==> src/pio_pkg.sv <==
// Purpose: constants for the port and external bus block
// Assumes: 125 MHz system clock
// Notes: register offsets are byte addresses on AXI4-Lite
package pio_pkg;
  // ----------------------------------------
  // Timing
  // ----------------------------------------
  localparam int CLK_NS = 8;
  localparam int HS_SETUP_NS = 63;
  localparam int HS_SETUP_CYC = (HS_SETUP_NS + CLK_NS - 1) / CLK_NS;
  localparam int MEM_PHASE_NS = 100;
  localparam int MEM_PHASE_CYC = (MEM_PHASE_NS + CLK_NS - 1) / CLK_NS;
  // ----------------------------------------
  // Register offsets
  // ----------------------------------------
  localparam logic [7:0] OFS_P0_MODE = 8'h00;
  localparam logic [7:0] OFS_P0_DATA = 8'h04;
  localparam logic [7:0] OFS_P1_MODE = 8'h08;
  localparam logic [7:0] OFS_P1_DATA = 8'h0c;
  localparam logic [7:0] OFS_P2_DIR = 8'h10;
  localparam logic [7:0] OFS_P2_DATA = 8'h14;
  localparam logic [7:0] OFS_P2_CFG = 8'h18;
  localparam logic [7:0] OFS_P3_MODE = 8'h1c;
  localparam logic [7:0] OFS_P3_DATA = 8'h20;
  localparam logic [7:0] OFS_IRQ_EDGE = 8'h24;
  localparam logic [7:0] OFS_TMR_ROUTE = 8'h28;
  localparam logic [7:0] OFS_MEM_CMD = 8'h2c;
  localparam logic [7:0] OFS_MEM_WDATA = 8'h30;
  localparam logic [7:0] OFS_MEM_STAT = 8'h34;
  // ----------------------------------------
  // Field positions and reset values
  // ----------------------------------------
  localparam int P0M_ADDR_LO = 0;
  localparam int P0M_ADDR_HI = 1;
  localparam int P0M_OUT_LO = 2;
  localparam int P0M_OUT_HI = 3;
  localparam int P0M_PU_LO = 4;
  localparam int P0M_PU_HI = 5;
  localparam int P0M_HS = 6;
  localparam int P1M_GPO = 0;
  localparam int P1M_FLOAT = 1;
  localparam int P2C_PP = 0;
  localparam int P2C_PU = 1;
  localparam int P2C_HS = 2;
  localparam int P3M_ANALOG = 1;
  localparam int P3M_DM = 2;
  localparam int IRQ_EDGE_LSB = 6;
  localparam int TMRA_T8 = 0;
  localparam int TMRB_SEL_LSB = 12;
  localparam int TMRB_EDGE_P20 = 9;
  localparam int TMRC_T16 = 16;
  localparam int CMD_WRITE = 16;
  localparam int CMD_DM = 17;
  localparam int STAT_BUSY = 8;
  localparam logic [7:0] REG8_RST = 8'h00;
  localparam logic [1:0] EDGE_FALL = 2'h0;
  localparam logic [1:0] EDGE_RISE = 2'h1;
  localparam logic [1:0] RESP_OKAY = 2'h0;
  localparam logic [1:0] RESP_SLVERR = 2'h2;
  // ----------------------------------------
  // State types
  // ----------------------------------------
  typedef enum logic [4:0] {
    HS_IDLE = 5'b00001, HS_SETUP = 5'b00010, HS_WAIT_LO = 5'b00100,
    HS_WAIT_HI = 5'b01000, HS_IN_FULL = 5'b10000
  } pio_hs_state_t;
  typedef enum logic [4:0] {
    MC_IDLE = 5'b00001, MC_ADDR = 5'b00010, MC_HOLD = 5'b00100,
    MC_DATA = 5'b01000, MC_END = 5'b10000
  } pio_mc_state_t;
endpackage

==> src/pio_top.sv <==
// Purpose: four I/O ports, external memory bus and byte handshakes
// Assumes: all pin inputs synchronous to clk_sys
// Notes: two-way pins are split into in, out and output enable
module pio_top (
  // Clock and reset
  input wire logic clk_sys,
  input wire logic reset,
  // AXI4-Lite slave
  input wire logic [7:0] s_axi_awaddr,
  input wire logic s_axi_awvalid,
  output logic s_axi_awready,
  input wire logic [31:0] s_axi_wdata,
  input wire logic [3:0] s_axi_wstrb,
  input wire logic s_axi_wvalid,
  output logic s_axi_wready,
  output logic [1:0] s_axi_bresp,
  output logic s_axi_bvalid,
  input wire logic s_axi_bready,
  input wire logic [7:0] s_axi_araddr,
  input wire logic s_axi_arvalid,
  output logic s_axi_arready,
  output logic [31:0] s_axi_rdata,
  output logic [1:0] s_axi_rresp,
  output logic s_axi_rvalid,
  input wire logic s_axi_rready,
  // Port 0
  input wire logic [7:0] port0_in,
  output logic [7:0] port0_out,
  output logic [7:0] port0_oe,
  output logic [7:0] port0_pullup,
  // Port 1
  input wire logic [7:0] port1_in,
  output logic [7:0] port1_out,
  output logic [7:0] port1_oe,
  // Port 2
  input wire logic [7:0] port2_in,
  output logic [7:0] port2_out,
  output logic [7:0] port2_oe,
  output logic [7:0] port2_pullup,
  // Port 3 pins and comparator results
  input wire logic pin3_bit1,
  input wire logic pin3_bit2,
  input wire logic pin3_bit3,
  input wire logic cmp_a_hi,
  input wire logic cmp_b_hi,
  output logic pin3_bit4,
  output logic pin3_bit5,
  output logic pin3_bit6,
  output logic pin3_bit7,
  // Bus strobes
  output logic address_strobe_n,
  output logic address_strobe_oe,
  output logic data_strobe_n,
  output logic data_strobe_oe,
  output logic read_write_n,
  output logic read_write_oe,
  // Program memory select
  input wire logic internal_rom_disable,
  output logic fetch_external,
  // Timer taps and events
  input wire logic timer8_out,
  input wire logic timer16_out,
  input wire logic and_or_out,
  output logic timer_edge_src,
  output logic ext_irq_a,
  output logic ext_irq_b,
  output logic ext_irq_c,
  output logic stop_recovery_src,
  output logic wake_or,
  output logic wake_and
);
  import pio_pkg::*;

  // ----------------------------------------
  // AXI4-Lite slave
  // ----------------------------------------
  logic aw_held_r, w_held_r, bvalid_r, rvalid_r;
  logic [7:0] awaddr_r;
  logic [31:0] wdata_r, rdata_r, rd_mux;
  logic [3:0] wstrb_r;
  logic [1:0] bresp_r, rresp_r;
  logic rd_ok;

  function automatic logic mapped(input logic [7:0] a);
    return a[1:0] == 2'h0 && a <= OFS_MEM_STAT;
  endfunction

  function automatic logic [7:0] upd8(input logic [7:0] old, input logic [7:0] d, input logic s);
    return s ? d : old;
  endfunction

  // Handshake outputs straight from holding flags
  assign s_axi_awready = ~aw_held_r;
  assign s_axi_wready = ~w_held_r;
  assign s_axi_bvalid = bvalid_r;
  assign s_axi_bresp = bresp_r;
  assign s_axi_arready = ~rvalid_r;
  assign s_axi_rvalid = rvalid_r;
  assign s_axi_rdata = rdata_r;
  assign s_axi_rresp = rresp_r;
  wire wr_fire = aw_held_r & w_held_r & ~bvalid_r;
  wire rd_fire = s_axi_arvalid & ~rvalid_r;
  wire [7:0] wa = awaddr_r;
  wire [7:0] wd = wdata_r[7:0];
  wire wr_p0m = wr_fire & (wa == OFS_P0_MODE);
  wire wr_p0d = wr_fire & (wa == OFS_P0_DATA);
  wire wr_p1m = wr_fire & (wa == OFS_P1_MODE);
  wire wr_p1d = wr_fire & (wa == OFS_P1_DATA);
  wire wr_p2r = wr_fire & (wa == OFS_P2_DIR);
  wire wr_p2d = wr_fire & (wa == OFS_P2_DATA);
  wire wr_p2c = wr_fire & (wa == OFS_P2_CFG);
  wire wr_p3m = wr_fire & (wa == OFS_P3_MODE);
  wire wr_p3d = wr_fire & (wa == OFS_P3_DATA);
  wire wr_irq = wr_fire & (wa == OFS_IRQ_EDGE);
  wire wr_tmr = wr_fire & (wa == OFS_TMR_ROUTE);
  wire wr_cmd = wr_fire & (wa == OFS_MEM_CMD);
  wire wr_mwd = wr_fire & (wa == OFS_MEM_WDATA);
  wire rd_p0d = rd_fire & (s_axi_araddr == OFS_P0_DATA);
  wire rd_p2d = rd_fire & (s_axi_araddr == OFS_P2_DATA);

  // Address and data are held separately so either may come first
  always_ff @(posedge clk_sys or posedge reset) begin
    if (reset) begin
      aw_held_r <= 1'b0;
      w_held_r <= 1'b0;
      awaddr_r <= 8'h00;
      wdata_r <= 32'h0000_0000;
      wstrb_r <= 4'h0;
    end else begin
      if (s_axi_awvalid && !aw_held_r) begin
        aw_held_r <= 1'b1;
        awaddr_r <= s_axi_awaddr;
      end else if (wr_fire) begin
        aw_held_r <= 1'b0;
      end
      if (s_axi_wvalid && !w_held_r) begin
        w_held_r <= 1'b1;
        wdata_r <= s_axi_wdata;
        wstrb_r <= s_axi_wstrb;
      end else if (wr_fire) begin
        w_held_r <= 1'b0;
      end
    end
  end

  // Write response and read data
  always_ff @(posedge clk_sys or posedge reset) begin
    if (reset) begin
      bvalid_r <= 1'b0;
      bresp_r <= RESP_OKAY;
      rvalid_r <= 1'b0;
      rdata_r <= 32'h0000_0000;
      rresp_r <= RESP_OKAY;
    end else begin
      if (wr_fire) begin
        bvalid_r <= 1'b1;
        bresp_r <= mapped(wa) ? RESP_OKAY : RESP_SLVERR;
      end else if (s_axi_bready) begin
        bvalid_r <= 1'b0;
      end
      if (rd_fire) begin
        rvalid_r <= 1'b1;
        rdata_r <= rd_mux;
        rresp_r <= rd_ok ? RESP_OKAY : RESP_SLVERR;
      end else if (s_axi_rready) begin
        rvalid_r <= 1'b0;
      end
    end
  end

  // ----------------------------------------
  // Software registers
  // ----------------------------------------
  logic [7:0] p0_mode_r, p0_data_r, p1_mode_r, p1_data_r, p2_dir_r, p2_data_r;
  logic [7:0] p2_cfg_r, p3_mode_r, p3_data_r, irq_edge_r, mem_wdata_r;
  logic [23:0] tmr_route_r;
  logic [17:0] mem_cmd_r;
  logic mem_busy;

  // Only lane 0 matters for byte registers
  always_ff @(posedge clk_sys or posedge reset) begin
    if (reset) begin
      p0_mode_r <= REG8_RST;
      p0_data_r <= REG8_RST;
      p1_mode_r <= REG8_RST;
      p1_data_r <= REG8_RST;
      p2_dir_r <= REG8_RST;
      p2_data_r <= REG8_RST;
      p2_cfg_r <= REG8_RST;
      p3_mode_r <= REG8_RST;
      p3_data_r <= REG8_RST;
      irq_edge_r <= REG8_RST;
      mem_wdata_r <= REG8_RST;
    end else begin
      if (wr_p0m) p0_mode_r <= upd8(p0_mode_r, wd, wstrb_r[0]);
      if (wr_p0d) p0_data_r <= upd8(p0_data_r, wd, wstrb_r[0]);
      if (wr_p1m) p1_mode_r <= upd8(p1_mode_r, wd, wstrb_r[0]);
      if (wr_p1d) p1_data_r <= upd8(p1_data_r, wd, wstrb_r[0]);
      if (wr_p2r) p2_dir_r <= upd8(p2_dir_r, wd, wstrb_r[0]);
      if (wr_p2d) p2_data_r <= upd8(p2_data_r, wd, wstrb_r[0]);
      if (wr_p2c) p2_cfg_r <= upd8(p2_cfg_r, wd, wstrb_r[0]);
      if (wr_p3m) p3_mode_r <= upd8(p3_mode_r, wd, wstrb_r[0]);
      if (wr_p3d) p3_data_r <= upd8(p3_data_r, wd, wstrb_r[0]);
      if (wr_irq) irq_edge_r <= upd8(irq_edge_r, wd, wstrb_r[0]);
      if (wr_mwd) mem_wdata_r <= upd8(mem_wdata_r, wd, wstrb_r[0]);
    end
  end

  // Wide registers; a command is dropped while a cycle runs
  always_ff @(posedge clk_sys or posedge reset) begin
    if (reset) begin
      tmr_route_r <= 24'h00_0000;
      mem_cmd_r <= 18'h0_0000;
    end else begin
      if (wr_tmr) tmr_route_r <= wdata_r[23:0];
      if (wr_cmd && !mem_busy) mem_cmd_r <= wdata_r[17:0];
    end
  end

  // ----------------------------------------
  // Byte handshakes on ports 0 and 2
  // ----------------------------------------
  logic [1:0] hs_en, hs_dir_out, hs_in_line, hs_go, hs_ack, hs_out_line, hs_busy;
  logic [7:0] hs_pins [2];
  logic [7:0] hs_latch [2];
  assign hs_en = {p2_cfg_r[P2C_HS], p0_mode_r[P0M_HS]};
  assign hs_dir_out = {p2_dir_r[7], p0_mode_r[P0M_OUT_HI]};
  assign hs_in_line = {pin3_bit1, pin3_bit2};
  assign hs_go = {wr_p2d, wr_p0d};
  assign hs_ack = {rd_p2d, rd_p0d};
  assign hs_pins[0] = port0_in;
  assign hs_pins[1] = port2_in;

  genvar c;
  generate
    for (c = 0; c < 2; c++) begin : g_hs
      pio_hs_state_t st_r;
      logic [3:0] cnt_r;
      logic read_r;
      logic [7:0] lat_r;
      // Ready returns only after the byte is read and valid is gone
      always_ff @(posedge clk_sys or posedge reset) begin
        if (reset) begin
          st_r <= HS_IDLE;
          cnt_r <= 4'h0;
          read_r <= 1'b0;
          lat_r <= 8'h00;
        end else if (!hs_en[c]) begin
          st_r <= HS_IDLE;
          read_r <= 1'b0;
        end else begin
          unique case (st_r)
            HS_IDLE: begin
              cnt_r <= 4'h0;
              read_r <= 1'b0;
              if (hs_dir_out[c] && hs_go[c]) begin
                st_r <= HS_SETUP;
              end else if (!hs_dir_out[c] && !hs_in_line[c]) begin
                lat_r <= hs_pins[c];
                st_r <= HS_IN_FULL;
              end
            end
            HS_SETUP: begin
              cnt_r <= cnt_r + 4'h1;
              if (cnt_r == 4'(HS_SETUP_CYC - 1)) st_r <= HS_WAIT_LO;
            end
            HS_WAIT_LO: if (!hs_in_line[c]) st_r <= HS_WAIT_HI;
            HS_WAIT_HI: if (hs_in_line[c]) st_r <= HS_IDLE;
            HS_IN_FULL: begin
              if (hs_ack[c]) read_r <= 1'b1;
              if ((read_r || hs_ack[c]) && hs_in_line[c]) st_r <= HS_IDLE;
            end
          endcase
        end
      end
      // Valid low only while waiting; ready high only when empty
      assign hs_out_line[c] = !hs_en[c] ? 1'b1 :
        hs_dir_out[c] ? (st_r != HS_WAIT_LO) : (st_r == HS_IDLE);
      assign hs_busy[c] = st_r != HS_IDLE;
      assign hs_latch[c] = lat_r;
    end
  endgenerate

  // ----------------------------------------
  // External memory machine cycle
  // ----------------------------------------
  pio_mc_state_t mc_r;
  logic [3:0] ph_r;
  logic [7:0] mem_rdata_r;
  logic mc_start;
  assign mem_busy = mc_r != MC_IDLE;
  assign mc_start = wr_cmd & wstrb_r[2] & ~mem_busy;
  wire ph_tick = ph_r == 4'(MEM_PHASE_CYC - 1);
  wire wr_cyc = mem_cmd_r[CMD_WRITE];

  // Phase divider: one enable pulse per bus phase
  always_ff @(posedge clk_sys or posedge reset) begin
    if (reset) begin
      ph_r <= 4'h0;
    end else if (!mem_busy || ph_tick) begin
      ph_r <= 4'h0;
    end else begin
      ph_r <= ph_r + 4'h1;
    end
  end

  // Address, hold, data, recovery; read data caught as the strobe rises
  always_ff @(posedge clk_sys or posedge reset) begin
    if (reset) begin
      mc_r <= MC_IDLE;
      mem_rdata_r <= 8'h00;
    end else begin
      unique case (mc_r)
        MC_IDLE: if (mc_start) mc_r <= MC_ADDR;
        MC_ADDR: if (ph_tick) mc_r <= MC_HOLD;
        MC_HOLD: if (ph_tick) mc_r <= MC_DATA;
        MC_DATA: begin
          if (ph_tick) begin
            mc_r <= MC_END;
            if (!wr_cyc) mem_rdata_r <= port1_in;
          end
        end
        MC_END: if (ph_tick) mc_r <= MC_IDLE;
      endcase
    end
  end

  // ----------------------------------------
  // Pin drive
  // ----------------------------------------
  wire bus_float = p1_mode_r[P1M_FLOAT];
  wire addr_lo = p0_mode_r[P0M_ADDR_LO];
  wire addr_hi = p0_mode_r[P0M_ADDR_HI];
  wire addr_ph = (mc_r == MC_ADDR) | (mc_r == MC_HOLD);
  wire [15:0] mem_addr = mem_cmd_r[15:0];

  // Strobes and read/write float together under software control
  assign address_strobe_n = ~(mc_r == MC_ADDR);
  assign data_strobe_n = ~(mc_r == MC_DATA);
  assign read_write_n = ~(mem_busy & wr_cyc);
  assign address_strobe_oe = ~bus_float;
  assign data_strobe_oe = ~bus_float;
  assign read_write_oe = ~bus_float;

  // Port 0 nibbles: address bits or plain I/O
  assign port0_out[3:0] = addr_lo ? mem_addr[11:8] : p0_data_r[3:0];
  assign port0_out[7:4] = addr_hi ? mem_addr[15:12] : p0_data_r[7:4];
  assign port0_oe[3:0] = {4{addr_lo ? ~bus_float : p0_mode_r[P0M_OUT_LO]}};
  assign port0_oe[7:4] = {4{addr_hi ? ~bus_float : p0_mode_r[P0M_OUT_HI]}};
  assign port0_pullup = {{4{p0_mode_r[P0M_PU_HI]}}, {4{p0_mode_r[P0M_PU_LO]}}} & ~port0_oe;

  // Port 1: multiplexed address/data or plain output
  wire p1_gpo = p1_mode_r[P1M_GPO];
  assign port1_out = p1_gpo ? p1_data_r : (addr_ph ? mem_addr[7:0] : mem_wdata_r);
  assign port1_oe = {8{p1_gpo | (~bus_float & mem_busy & (addr_ph | wr_cyc))}};

  // Port 2: open-drain drives only a low
  assign port2_out = p2_data_r;
  assign port2_oe = p2_dir_r & ({8{p2_cfg_r[P2C_PP]}} | ~p2_data_r);
  assign port2_pullup = {8{p2_cfg_r[P2C_PU]}} & ~p2_dir_r;

  // Port 3 outputs: data select, handshakes, timer taps
  wire [1:0] tmr_sel = tmr_route_r[TMRB_SEL_LSB +: 2];
  logic p3_b6_src;
  always_comb begin
    unique case (tmr_sel)
      2'h1: p3_b6_src = timer8_out;
      2'h2: p3_b6_src = timer16_out;
      2'h3: p3_b6_src = and_or_out;
      default: p3_b6_src = p3_data_r[6];
    endcase
  end
  wire dm_n = ~(mem_busy & mem_cmd_r[CMD_DM]);
  assign pin3_bit4 = p3_mode_r[P3M_DM] ? dm_n : (tmr_route_r[TMRA_T8] ? timer8_out : p3_data_r[4]);
  assign pin3_bit5 = hs_en[0] ? hs_out_line[0] : (tmr_route_r[TMRC_T16] ? timer16_out : p3_data_r[5]);
  assign pin3_bit6 = hs_en[1] ? hs_out_line[1] : p3_b6_src;
  assign pin3_bit7 = p3_data_r[7];

  // ----------------------------------------
  // Port 3 inputs, comparators and edge events
  // ----------------------------------------
  wire analog = p3_mode_r[P3M_ANALOG];
  wire line1 = analog ? cmp_a_hi : pin3_bit1;
  wire line2 = analog ? cmp_b_hi : pin3_bit2;
  wire line3 = analog ? 1'b0 : pin3_bit3;
  wire [1:0] edge_sel = irq_edge_r[IRQ_EDGE_LSB +: 2];
  logic l1_r, l2_r, l3_r, irq_a_r, irq_b_r, irq_c_r, fetch_r, stop_r;

  function automatic logic hit(input logic prev, input logic now, input logic [1:0] s);
    return s == EDGE_FALL ? (prev & ~now) : s == EDGE_RISE ? (~prev & now) : (prev ^ now);
  endfunction

  // Inputs are synchronous, so one stage is enough for edges
  always_ff @(posedge clk_sys or posedge reset) begin
    if (reset) begin
      l1_r <= 1'b1;
      l2_r <= 1'b1;
      l3_r <= 1'b1;
      irq_a_r <= 1'b0;
      irq_b_r <= 1'b0;
      irq_c_r <= 1'b0;
      fetch_r <= 1'b0;
      stop_r <= 1'b0;
    end else begin
      l1_r <= line1;
      l2_r <= line2;
      l3_r <= line3;
      irq_a_r <= hit(l2_r, line2, edge_sel);
      irq_c_r <= hit(l1_r, line1, edge_sel);
      irq_b_r <= ~analog & l3_r & ~line3;
      stop_r <= analog & pin3_bit3;
      fetch_r <= ~internal_rom_disable;
    end
  end
  assign ext_irq_a = irq_a_r;
  assign ext_irq_b = irq_b_r;
  assign ext_irq_c = irq_c_r;
  assign stop_recovery_src = stop_r;
  assign fetch_external = fetch_r;

  // Port 2 wake gates and timer edge source
  assign wake_or = |port2_in;
  assign wake_and = &port2_in;
  assign timer_edge_src = tmr_route_r[TMRB_EDGE_P20] ? port2_in[0] : line1;

  // ----------------------------------------
  // Read mux
  // ----------------------------------------
  wire [7:0] p3_in = {4'h0, line3, line2, line1, 1'b0};
  always_comb begin
    rd_ok = 1'b1;
    unique case (s_axi_araddr)
      OFS_P0_MODE: rd_mux = {24'h0, p0_mode_r};
      OFS_P0_DATA: rd_mux = {24'h0, hs_en[0] & ~hs_dir_out[0] ? hs_latch[0] : port0_in};
      OFS_P1_MODE: rd_mux = {24'h0, p1_mode_r};
      OFS_P1_DATA: rd_mux = {24'h0, port1_in};
      OFS_P2_DIR: rd_mux = {24'h0, p2_dir_r};
      OFS_P2_DATA: rd_mux = {24'h0, hs_en[1] & ~hs_dir_out[1] ? hs_latch[1] : port2_in};
      OFS_P2_CFG: rd_mux = {24'h0, p2_cfg_r};
      OFS_P3_MODE: rd_mux = {24'h0, p3_mode_r};
      OFS_P3_DATA: rd_mux = {24'h0, p3_data_r[7:4], p3_in[3:0]};
      OFS_IRQ_EDGE: rd_mux = {24'h0, irq_edge_r};
      OFS_TMR_ROUTE: rd_mux = {8'h0, tmr_route_r};
      OFS_MEM_CMD: rd_mux = {14'h0, mem_cmd_r};
      OFS_MEM_WDATA: rd_mux = {24'h0, mem_wdata_r};
      OFS_MEM_STAT: rd_mux = {20'h0, fetch_r, hs_busy, mem_busy, mem_rdata_r};
      default: begin
        rd_mux = 32'h0000_0000;
        rd_ok = 1'b0;
      end
    endcase
  end
endmodule // pio_top

==> config.mk <==
export PLATFORM = sky130hd
export DESIGN_NAME = pio_top
export DESIGN_NICKNAME = d
export VERILOG_FILES = /design/src/pio_pkg.sv /design/src/pio_top.sv
export SDC_FILE = /design/constraint.sdc
export NUM_CORES = 1
export LEC_CHECK = 0
export ABC_CLOCK_PERIOD_IN_PS = 10640
export BUFFER_PORTS_ARGS = -buffer_cell sky130_fd_sc_hd__buf_2
export CORE_MARGIN = 5
export CORE_UTILIZATION = 40
export DETAILED_ROUTE_END_ITERATION = 8
export GPL_TIMING_DRIVEN = 0
export PLACE_DENSITY = 0.56
export SYNTH_ARGS = -nofsm -noshare
export SYNTH_HDL_FRONTEND = slang
export SYNTH_SLANG_ARGS = --single-unit
export TNS_END_PERCENT = 50
==> constraint.sdc <==
create_clock -name clk_sys -period 10.64 [get_ports clk_sys]
set_clock_uncertainty 0.05 [all_clocks]
set_input_delay 1.064 -clock clk_sys [delete_from_list [all_inputs] [get_ports clk_sys]]
set_output_delay 1.064 -clock clk_sys [all_outputs]
set_load 0.01 [all_outputs]
==> key figures, run 1 <==
Run status
  • Status: complete, no violations

Yosys
  • Synthesis Warnings: 0
  • Synth unique cells: between 80 and 90
  • Async S/R FF share, synth: 1.00
  • Seq/Total Area, Yosys: 0.505
  • Synth Register Bits: about 250
  • Largest area contributor in the netlist: dfrtp_1
  • Mapped Cells: 1054
  • Synth Flop Type: dfrtp_1
  • Dominant cells by area after synthesis: dfrtp_1 (49%), mux2_2 (16%), mux2i_1 (3.5%)
  • Synthesized cell area: 12400 µm²
  • Post-synth top area share: 0.493
  • Avg Inst Size Synth: 11.8 µm²
  • Post-synth EDFFs: 0

Power
  • Maximum vdd drop: about 0.17 mV
  • PnR Total Power: 2.96 mW
  • Net Sw Frac: 0.305
  • Seq pwr share: 0.432
  • Leak: about 7.5 nW
  • Sw power: approximately 900 µW
  • Pwr dens: slightly below 200 nW/µm²
  • Clk pwr share: 0.351
  • Combinational group share of total power: 0.217
  • Internal Power: 2.06 mW

Global routing
  • Global Route Usage Sum: 0.212
  • Vias in the first global route: about 9500
  • First-pass GRT wire length: between 50000 and 60000 µm
  • Largest net degree at the start of global routing: 94
  • Total gr overflow: 0
  • Initial antenna violation count: 1

STA
  • Final Hold Viols: 0
  • Relative slew slack: 0.116
  • Fmax: 272 MHz
  • Period utilization: 0.346
  • Setup Total Neg Slack: 0 ns
  • Final Setup Violations: 0
  • Tmin final: about 3.7 ns
  • RSZ-0062 raised after global routing: no
  • Worst slew pin tran: approximately 1.3 ns
  • Worst setup slack after layout: approximately 7.0 ns
  • Max Slew Vio Count: 0

Drt
  • Post-route ant nets: 0
  • Routed vias/inst: between 5 and 6
  • WL final: about 38000 µm
  • Post-route DRC: 0
  • DR WL/cell: 22.2 µm
  • Number of iterations in the first detailed-routing pass: 5
  • Via count: 9378
  • DRT iter0 DRCs: between 700 and 800

Worst setup path
  • FF-to-FF End: s_axi_rdata[3]$_DFFE_PP0N_
  • Crit Reg-Reg Startpoint: p2_dir_r[7]$_DFFE_PP0P_
  • Startpoint Class: flop
  • Critical Path AT: around 2.6 ns
  • CP Max Fanout: 9
  • Critical path launch point: mc_r[0]$_DFFE_PP1P_
  • Most frequent CP cell: buf_2
  • Critical Path, Cell by Cell: clkbuf_1 > nor2_1 > nand3_1 > buf_2 > nand2b_1 > a31o_2 > buf_4 > buf_2
  • Crit Path Class: flop to output port
  • CP required: approximately 9.5 ns
  • CP max-delay cell: dfstp_2
  • Worst r2r path cells: 7
  • R2r setup slk: ~7.8 ns
  • CP endpoint kind: output port
  • CP Capture Point: port1_oe[3]
  • CP max stage delay: between 0.5 and 0.6 ns

Clock tree
  • Post CTS Setup Buffer Count: 0
  • CTS buffer count: 29
  • Insertion delay of the later-clocked pin in the worst-skew pair: 0.55 ns
  • Clock transition at path regs: 0.06 ns
  • CTS H-tree lvls: 1
  • Clock root buffer: clkbuf_16
  • Cts repair resizes: 0
  • Clk sinks: between 200 and 300
  • Cts hold-fix bufs: 0
  • CTS tree: yes
  • CTS max path bufs: 3

Final layout
  • Share of cells above drive strength 1: 0.382
  • Most common cell after layout, fill and taps aside: dfrtp_1
  • Most frequent cells in the layout: dfrtp_1 (245), buf_2 (203), mux2_2 (174), nand2_1 (80), clkbuf_1 (47)
  • Area grow syn2layout: 20.5%
  • Fin nets: about 1400

Floorplan
  • Die height: 186 µm
  • Io pins: about 220
  • Overall die width: 186 µm
  • Die Area: between 30000 and 40000 µm²
  • Initial Util: 0.406
  • Core Region: ~31000 µm²
  • FP Rows: between 60 and 70

Placement
  • Detailed-placement wirelength estimate: roughly 28000 µm
  • Place WS: between 7 and 8 ns
  • Final GP Congestion: 0.934
  • PortBufs: about 190

Flow run
  • Max-cap violations: 0

Worst hold path
  • Worst min path class: flop to flop
[Yosys cell counts (14+ instances only)]
library cell / count
dfrtp_1: 245
mux2_2: 174
nand2_1: 80
mux2i_1: 44
o21ai_0: 40
nor2_1: 38
clkbuf_1: 37
buf_4: 33
a22oi_1: 27
nand3_1: 26
mux2_1: 24
nor2b_1: 20
inv_1: 19
a21oi_1: 14
[stage by stage]
| step | hold slack, ns | utilization | area [µm²] | cells |
|---|---|---|---|---|
| floorplan | 0.401 | - | 12500 | 1063 |
| global placement | 0.400 | 0.454 | 13900 | 1651 |
| detailed placement | 0.410 | 0.457 | 14000 | 1653 |
| CTS | 0.423 | 0.489 | 15000 | 1707 |
| global route | 0.443 | 0.489 | 15000 | 1708 |
| finish | 0.420 | 0.489 | 15000 | 1708 |
[power groups by stage]
stage          registers, mW  logic [mW]  clock network (mW)
5_1_grt                 1.30       0.694                1.09
4_1_cts                 1.28       0.648                1.06
6_report                1.28       0.641                1.04
2_1_floorplan           1.24       0.415                   0
3_5_place_dp            1.30       0.645                   0
3_3_place_gp            1.29       0.631                   0
[cell type report]
type | count | area, µm²
Clock inverter | 10 | 159
Tap cell | 396 | 495
Inverter | 19 | 78.8
Antenna cell | 1 | 2.50
Multi-Input combinational cell | 700 | 5550
Fill cell | 2879 | 15700
Buffer | 93 | 573
Timing Repair Buffer | 194 | 1020
Sequential cell | 251 | 6290
Clock buffer | 44 | 832
[sequential cells by signal, summed over array words and instances, names as in the netlist, 10 cells and up]
signal       cells
s_axi_rdata     24
tmr_route_r     24
wdata_r         24
mem_cmd_r       18
g_hs.lat_r      16
g_hs.st_r       10
[logic make-up (layout without fill, tap and decap cells)]
group | count (synthesis) | count (layout) | share of synthesized area
AND/OR/NAND/NOR | 257 | 257 | 0.117
flip-flops | 251 | 251 | 0.505
multiplexers | 243 | 243 | 0.216
AO/OA/AOI/OAI | 171 | 171 | 0.0938
buffers and inverters | 112 | 360 | 0.0518
XOR/XNOR | 11 | 11 | 0.00774
adder cells (fa/ha/maj) | 8 | 8 | 0.00804
other | 1 | 11 | 0.000301
[critical path: cells and delay by family (launching register included)]
family	cells	cell delay, ns
and+or+nand+nor	3	0.30
AOI/OAI and AO/OA	1	0.31
buffers and inverters	4	0.89
DFF	1	0.51
[layer usage]
layer  vias up  track usage  wire length (µm)
li1       4276            -                 -
met1      4750        0.296             16800
met2       296        0.349             18100
met3        56       0.0355              2200
met4         0       0.0488               910
met5         -            0                 0
[worst min-delay path by stage]
stage	from	to	slack, ns	cells after the start
floorplan	g_hs[0].cnt_r[3]$_DFFE_PP0P_	g_hs[0].cnt_r[3]$_DFFE_PP0P_	0.40	1
CTS	s_axi_rdata[8]$_DFFE_PP0N_	s_axi_rdata[8]$_DFFE_PP0N_	0.42	1
detailed placement	s_axi_rdata[8]$_DFFE_PP0N_	s_axi_rdata[8]$_DFFE_PP0N_	0.41	1
global placement	s_axi_rdata[15]$_DFFE_PP0N_	s_axi_rdata[15]$_DFFE_PP0N_	0.40	2
finish	s_axi_rdata[8]$_DFFE_PP0N_	s_axi_rdata[8]$_DFFE_PP0N_	0.42	1
global route	s_axi_rdata[10]$_DFFE_PP0N_	s_axi_rdata[10]$_DFFE_PP0N_	0.44	1
Power figures use the tool's default switching activity.
==> run 2: changes to the inputs <==
ABC_CLOCK_PERIOD_IN_PS = 3250   (was 10640)
PLACE_DENSITY = 0.58   (was 0.56)
clock period = 3.25 ns   (was 10.64 ns; I/O delays follow)
==> key figures, run 2 (synthesis gave the netlist of run 1 again) <==
Worst setup path
  • Critical Path AT: about 2.6 ns
  • Crit Path Class: flop to output port
  • CP required: 2.87 ns
  • CP Max Fanout: 9
  • CP endpoint kind: output port
  • Startpoint Class: flop

Floorplan
  • Io pins: approximately 220
  • Overall die width: 186 µm
  • Core Region: approximately 31000 µm²
  • Die height: about 190 µm
  • Die Area: about 35000 µm²
  • FP Rows: 64
  • Initial Util: 0.406

Drt
  • Via count: roughly 9600
  • Number of iterations in the first detailed-routing pass: 6
  • WL final: 38000 µm
  • Post-route ant nets: 0
  • WL met3: 1920 µm
  • M1 WL: about 17000 µm
  • Uppermost routed layer: met4
  • Post-route DRC: 0
  • DRT iter0 DRCs: 743
  • DR WL/cell: between 20 and 25 µm
  • Metal2 WL: around 18000 µm
  • Routed vias/inst: approximately 5.5

Placement
  • Detailed-placement wirelength estimate: around 28000 µm
  • Final GP Congestion: between 0.9 and 1
  • Place WS: 0.704 ns
  • PortBufs: 192

STA
  • Final Setup Violations: 0
  • Worst setup slack after layout: 0.316 ns
  • Tmin final: ~3 ns
  • Period utilization: 0.903
  • Relative slew slack: 0.250
  • Setup Total Neg Slack: 0 ns
  • Max Slew Vio Count: 0
  • Fmax: between 300 and 400 MHz
  • Final Hold Viols: 0
  • RSZ-0062 raised after global routing: no
  • Fin Hold WS: ~0.013 ns
  • Worst slew pin tran: 1.11 ns

Global routing
  • Global Route Usage Sum: 0.212
  • Largest net degree at the start of global routing: 41
  • Vias in the first global route: roughly 9700
  • Initial antenna violation count: 2
  • First-pass GRT wire length: 58800 µm
  • Total gr overflow: 0

Clock tree
  • Post CTS Setup Buffer Count: 0
  • Clk sinks: roughly 250
  • Cts hold-fix bufs: 52
  • CTS H-tree lvls: 1
  • Insertion delay of the later-clocked pin in the worst-skew pair: ~0.56 ns
  • Clock transition at path regs: 0.06 ns
  • Clock root buffer: clkbuf_16
  • CTS tree: yes
  • Cts repair resizes: 0
  • CTS max path bufs: 3
  • CTS buffer count: 28

Power
  • Pwr dens: between 600 and 700 nW/µm²
  • Maximum vdd drop: between 0.4 and 0.5 mV
  • Leak: approximately 7.7 nW
  • PnR Total Power: ~9.5 mW

Final layout
  • Share of cells above drive strength 1: 0.368
  • Final Util: 0.506
  • Most frequent cells in the layout: dfrtp_1 (245), buf_2 (203), mux2_2 (174), nand2_1 (80), dlygate4sd3_1 (52)
  • Fin nets: ~1400
  • Area grow syn2layout: 24.7%
  • Most common cell after layout, fill and taps aside: dfrtp_1

Flow run
  • Max-cap violations: 0

Worst hold path
  • Worst min path class: primary input to flop

Run status
  • Status: complete, no violations
==> run 2: changes by cell type in the layout (fill, tap and decap cells not counted), sizes merged <==
cell and change:
diode +1, bufinv -2, buf +5, inv -2
clkinvlp -1, clkinv +1, dlygate4sd3 +52
==> run 2: area by class of cell <==
| class | count | area (µm²) |
|---|---|---|
| Tap cell | 396 | 495 |
| Clock inverter | 6 | 91.3 |
| Multi-Input combinational cell | 700 | 5550 |
| Clock buffer | 44 | 821 |
| Timing Repair Buffer | 251 | 1620 |
| Sequential cell | 251 | 6290 |
| Inverter | 19 | 75.1 |
| Antenna cell | 2 | 5.00 |
| Fill cell | 2828 | 15100 |
| Buffer | 93 | 573 |
==> run 2: critical path, cell delays in order, from the launching register on <==
cell	delay, ns
dfstp_2	0.52
clkbuf_1	0.31
nor2_1	0.10
nand3_1	0.10
buf_2	0.30
nand2b_1	0.09
a31o_2	0.31
buf_4	0.15
buf_2	0.13
==> run 2: through the flow <==
step	instance area, µm²	instances
6_report	15500	1762
5_1_grt	15500	1762
4_1_cts	15500	1760
3_5_place_dp	14100	1658
3_3_place_gp	13900	1651
2_1_floorplan	12500	1063
==> run 2: power by group <==
part / total [mW] / internal, mW / switching, mW
Sequential: 4.19 / 3.70 / 0.484
Combinational: 2.15 / 1.01 / 1.14
Clock: 3.17 / 1.88 / 1.29
==> run 2: final timing paths <==
check | from | to | slack [ns] | depth (start not counted)
max | mc_r[0]$_DFFE_PP1P_ | port1_oe[7] | 0.32 | 8
min | port1_in[0] | mem_rdata_r[0]$_DFFE_PP0P_ | 0.01 | 2
max reg2reg | p2_dir_r[7]$_DFFE_PP0P_ | s_axi_rdata[3]$_DFFE_PP0N_ | 0.65 | 7
min reg2reg | s_axi_rdata[15]$_DFFE_PP0N_ | s_axi_rdata[15]$_DFFE_PP0N_ | 0.42 | 2
max in group asynchronous | reset | port2_out[6]$_DFFE_PP0P_ | 1.38 | 8
min in group asynchronous | reset | s_axi_rdata[20]$_DFFE_PP0N_ | 0.24 | 3
==> run 2: routing by layer <==
layer | vias to the layer above | GRT usage
met3 | 75 | 0.0323
met2 | 296 | 0.342
li1 | 4395 | -
met5 | - | 0
met1 | 4860 | 0.299
met4 | 0 | 0.0624
==> run 3: changes to the inputs <==
--- a/config.mk
+++ b/config.mk
@@ -11,2 +11,3 @@
 export CORE_UTILIZATION = 40
+export CTS_CLUSTER_SIZE = 20
 export DETAILED_ROUTE_END_ITERATION = 8
@@ -14,2 +15,3 @@
 export PLACE_DENSITY = 0.58
+export REMOVE_ABC_BUFFERS = 1
 export SYNTH_ARGS = -nofsm -noshare
--- a/constraint.sdc
+++ b/constraint.sdc
@@ -4,2 +4,2 @@
 set_output_delay 0.325 -clock clk_sys [all_outputs]
-set_load 0.01 [all_outputs]
+set_load 0.02 [all_outputs]
==> key figures, run 3 (synthesis gave the netlist of run 1 again) <==
STA
  • Tmin final: 2.98 ns
  • Relative slew slack: 0.166
  • Period utilization: 0.916
  • Worst slew pin tran: approximately 1.2 ns
  • Max Slew Vio Count: 0
  • Setup Total Neg Slack: 0 ns
  • Final Setup Violations: 0
  • RSZ-0062 raised after global routing: no
  • Fmax: between 300 and 400 MHz
  • Final Hold Viols: 0

Floorplan
  • Io pins: 215
  • Core Region: just over 30000 µm²
  • FP Rows: 64
  • Overall die width: 186 µm
  • Die height: ~190 µm
  • Die Area: about 35000 µm²
  • Initial Util: 0.406

Drt
  • DRT iter0 DRCs: between 700 and 800
  • DR WL/cell: roughly 22 µm
  • WL final: 36400 µm
  • Routed vias/inst: roughly 5.5
  • Via count: about 9200
  • Number of iterations in the first detailed-routing pass: 5
  • Post-route DRC: 0
  • Post-route ant nets: 0

Final layout
  • Post-route cell area: 15000 µm²
  • Most common cell after layout, fill and taps aside: dfrtp_1
  • Fin nets: ~1400
  • Diodes inserted: 0
  • Share of cells above drive strength 1: 0.357
  • Most frequent cells in the layout: dfrtp_1 (245), buf_2 (195), mux2_2 (174), nand2_1 (79), dlygate4sd3_1 (56)
  • Fill count: roughly 2800
  • Final Util: 0.490
  • Area grow syn2layout: 20.7%

Placement
  • Dpl cell area: roughly 13000 µm²
  • PortBufs: approximately 190
  • Detailed-placement wirelength estimate: 25200 µm
  • Final GP Congestion: 0.932

Worst hold path
  • Min-delay src: port1_in[7]
  • Worst min path class: primary input to flop

Run status
  • Status: complete, no violations

Worst setup path
  • CP endpoint kind: output port
  • Startpoint Class: flop
  • CP required: between 2 and 3 ns
  • Crit Reg-Reg Startpoint: s_axi_rvalid$_DFFE_PP0P_
  • CP Max Fanout: 12
  • Critical Path AT: around 2.6 ns
  • Critical path launch point: mc_r[1]$_DFFE_PP0P_
  • Crit Path Class: flop to output port

Power
  • Leak: between 7 and 8 nW
  • Maximum vdd drop: 0.440 mV
  • Pwr dens: between 600 and 700 nW/µm²

Global routing
  • Initial antenna violation count: 2
  • Total gr overflow: 0
  • Largest net degree at the start of global routing: between 100 and 150
  • Global Route Usage Sum: 0.204
  • Vias in the first global route: 9310
  • First-pass GRT wire length: approximately 57000 µm

Clock tree
  • Insertion delay of the later-clocked pin in the worst-skew pair: between 0.5 and 0.6 ns
  • CTS tree: yes
  • Cts repair resizes: 0
  • CTS buffer count: 28
  • CTS max path bufs: 3
  • Post CTS Setup Buffer Count: 0
  • CTS H-tree lvls: 1
  • Clock transition at path regs: 0.06 ns
  • Clk sinks: roughly 250
  • Clock root buffer: clkbuf_16

Flow run
  • Max-cap violations: 0
## run 3: final timing paths
| kind | depth (start not counted) | to | slack [ns] |
|---|---|---|---|
| worst min register to register | 1 | s_axi_rdata[8]$_DFFE_PP0N_ | 0.42 |
| worst min-delay path | 2 | mem_rdata_r[7]$_DFFE_PP0P_ | 0.02 |
| worst max register to register | 5 | s_axi_rdata[15]$_DFFE_PP0N_ | 0.31 |
| worst max-delay path | 5 | port1_out[7] | 0.27 |
| max in group asynchronous | 4 | g_hs[1].cnt_r[2]$_DFFE_PP0P_ | 2.09 |
| min in group asynchronous | 3 | wdata_r[5]$_DFFE_PP0P_ | 0.19 |
## run 3: per-layer routing
metal | vias up | part of all wire | GRT usage
met2 | 307 | 0.45 | 0.317
met5 | - | 0.00091 | 0
met3 | 61 | 0.069 | 0.0435
met4 | 4 | 0.031 | 0.0593
met1 | 4609 | 0.45 | 0.288
li1 | 4203 | - | -
## run 3: critical path: stages, from the launching register on
cell and delay, ns:
dfrtp_1 0.56, xor2_1 0.18, nand3_1 0.50, mux2i_1 0.27, o21ai_0 0.30, buf_2 0.23
## run 3: where the power goes
| part | internal, mW | leakage [nW] | total, mW | switching (mW) |
|---|---|---|---|---|
| logic | 0.882 | 3.59 | 1.84 | 0.959 |
| clock network | 2.11 | 0.496 | 3.40 | 1.30 |
| registers | 3.70 | 3.33 | 4.46 | 0.758 |
| total | 6.68 | 7.42 | 9.70 | 3.01 |
## run 3: timing repair
action / in CTS / in global routing
hold buffers: 56 / 0
endpoints found under the hold margin: 71 / 0
setup endpoints to repair: 0 / 0
## run 3: final cells by class
type,instances,area (µm²),share of cell area
tap,396,495,0.0330
clock buffer,43,847,0.0564
timing repair buffer,253,1590,0.106
clock inverter,9,156,0.0104
inverter,19,78.8,0.00525
multi-input combinational,700,5560,0.370
sequential,251,6290,0.419
## run 3: metrics by stage
| step | hold slack (ns) | power [mW] | setup WS, ns | instances |
|---|---|---|---|---|
| after global routing | 0.0241 | 10.1 | 0.135 | 1671 |
| after global placement | 0.410 | 6.25 | -7.20 | 1560 |
| after floorplan | 0.334 | 5.42 | -4.02 | 970 |
| after CTS | 0.000925 | 9.79 | 0.240 | 1671 |
| final | 0.0211 | 9.70 | 0.274 | 1671 |
| after detailed placement | 0.216 | 6.31 | 0.235 | 1563 |
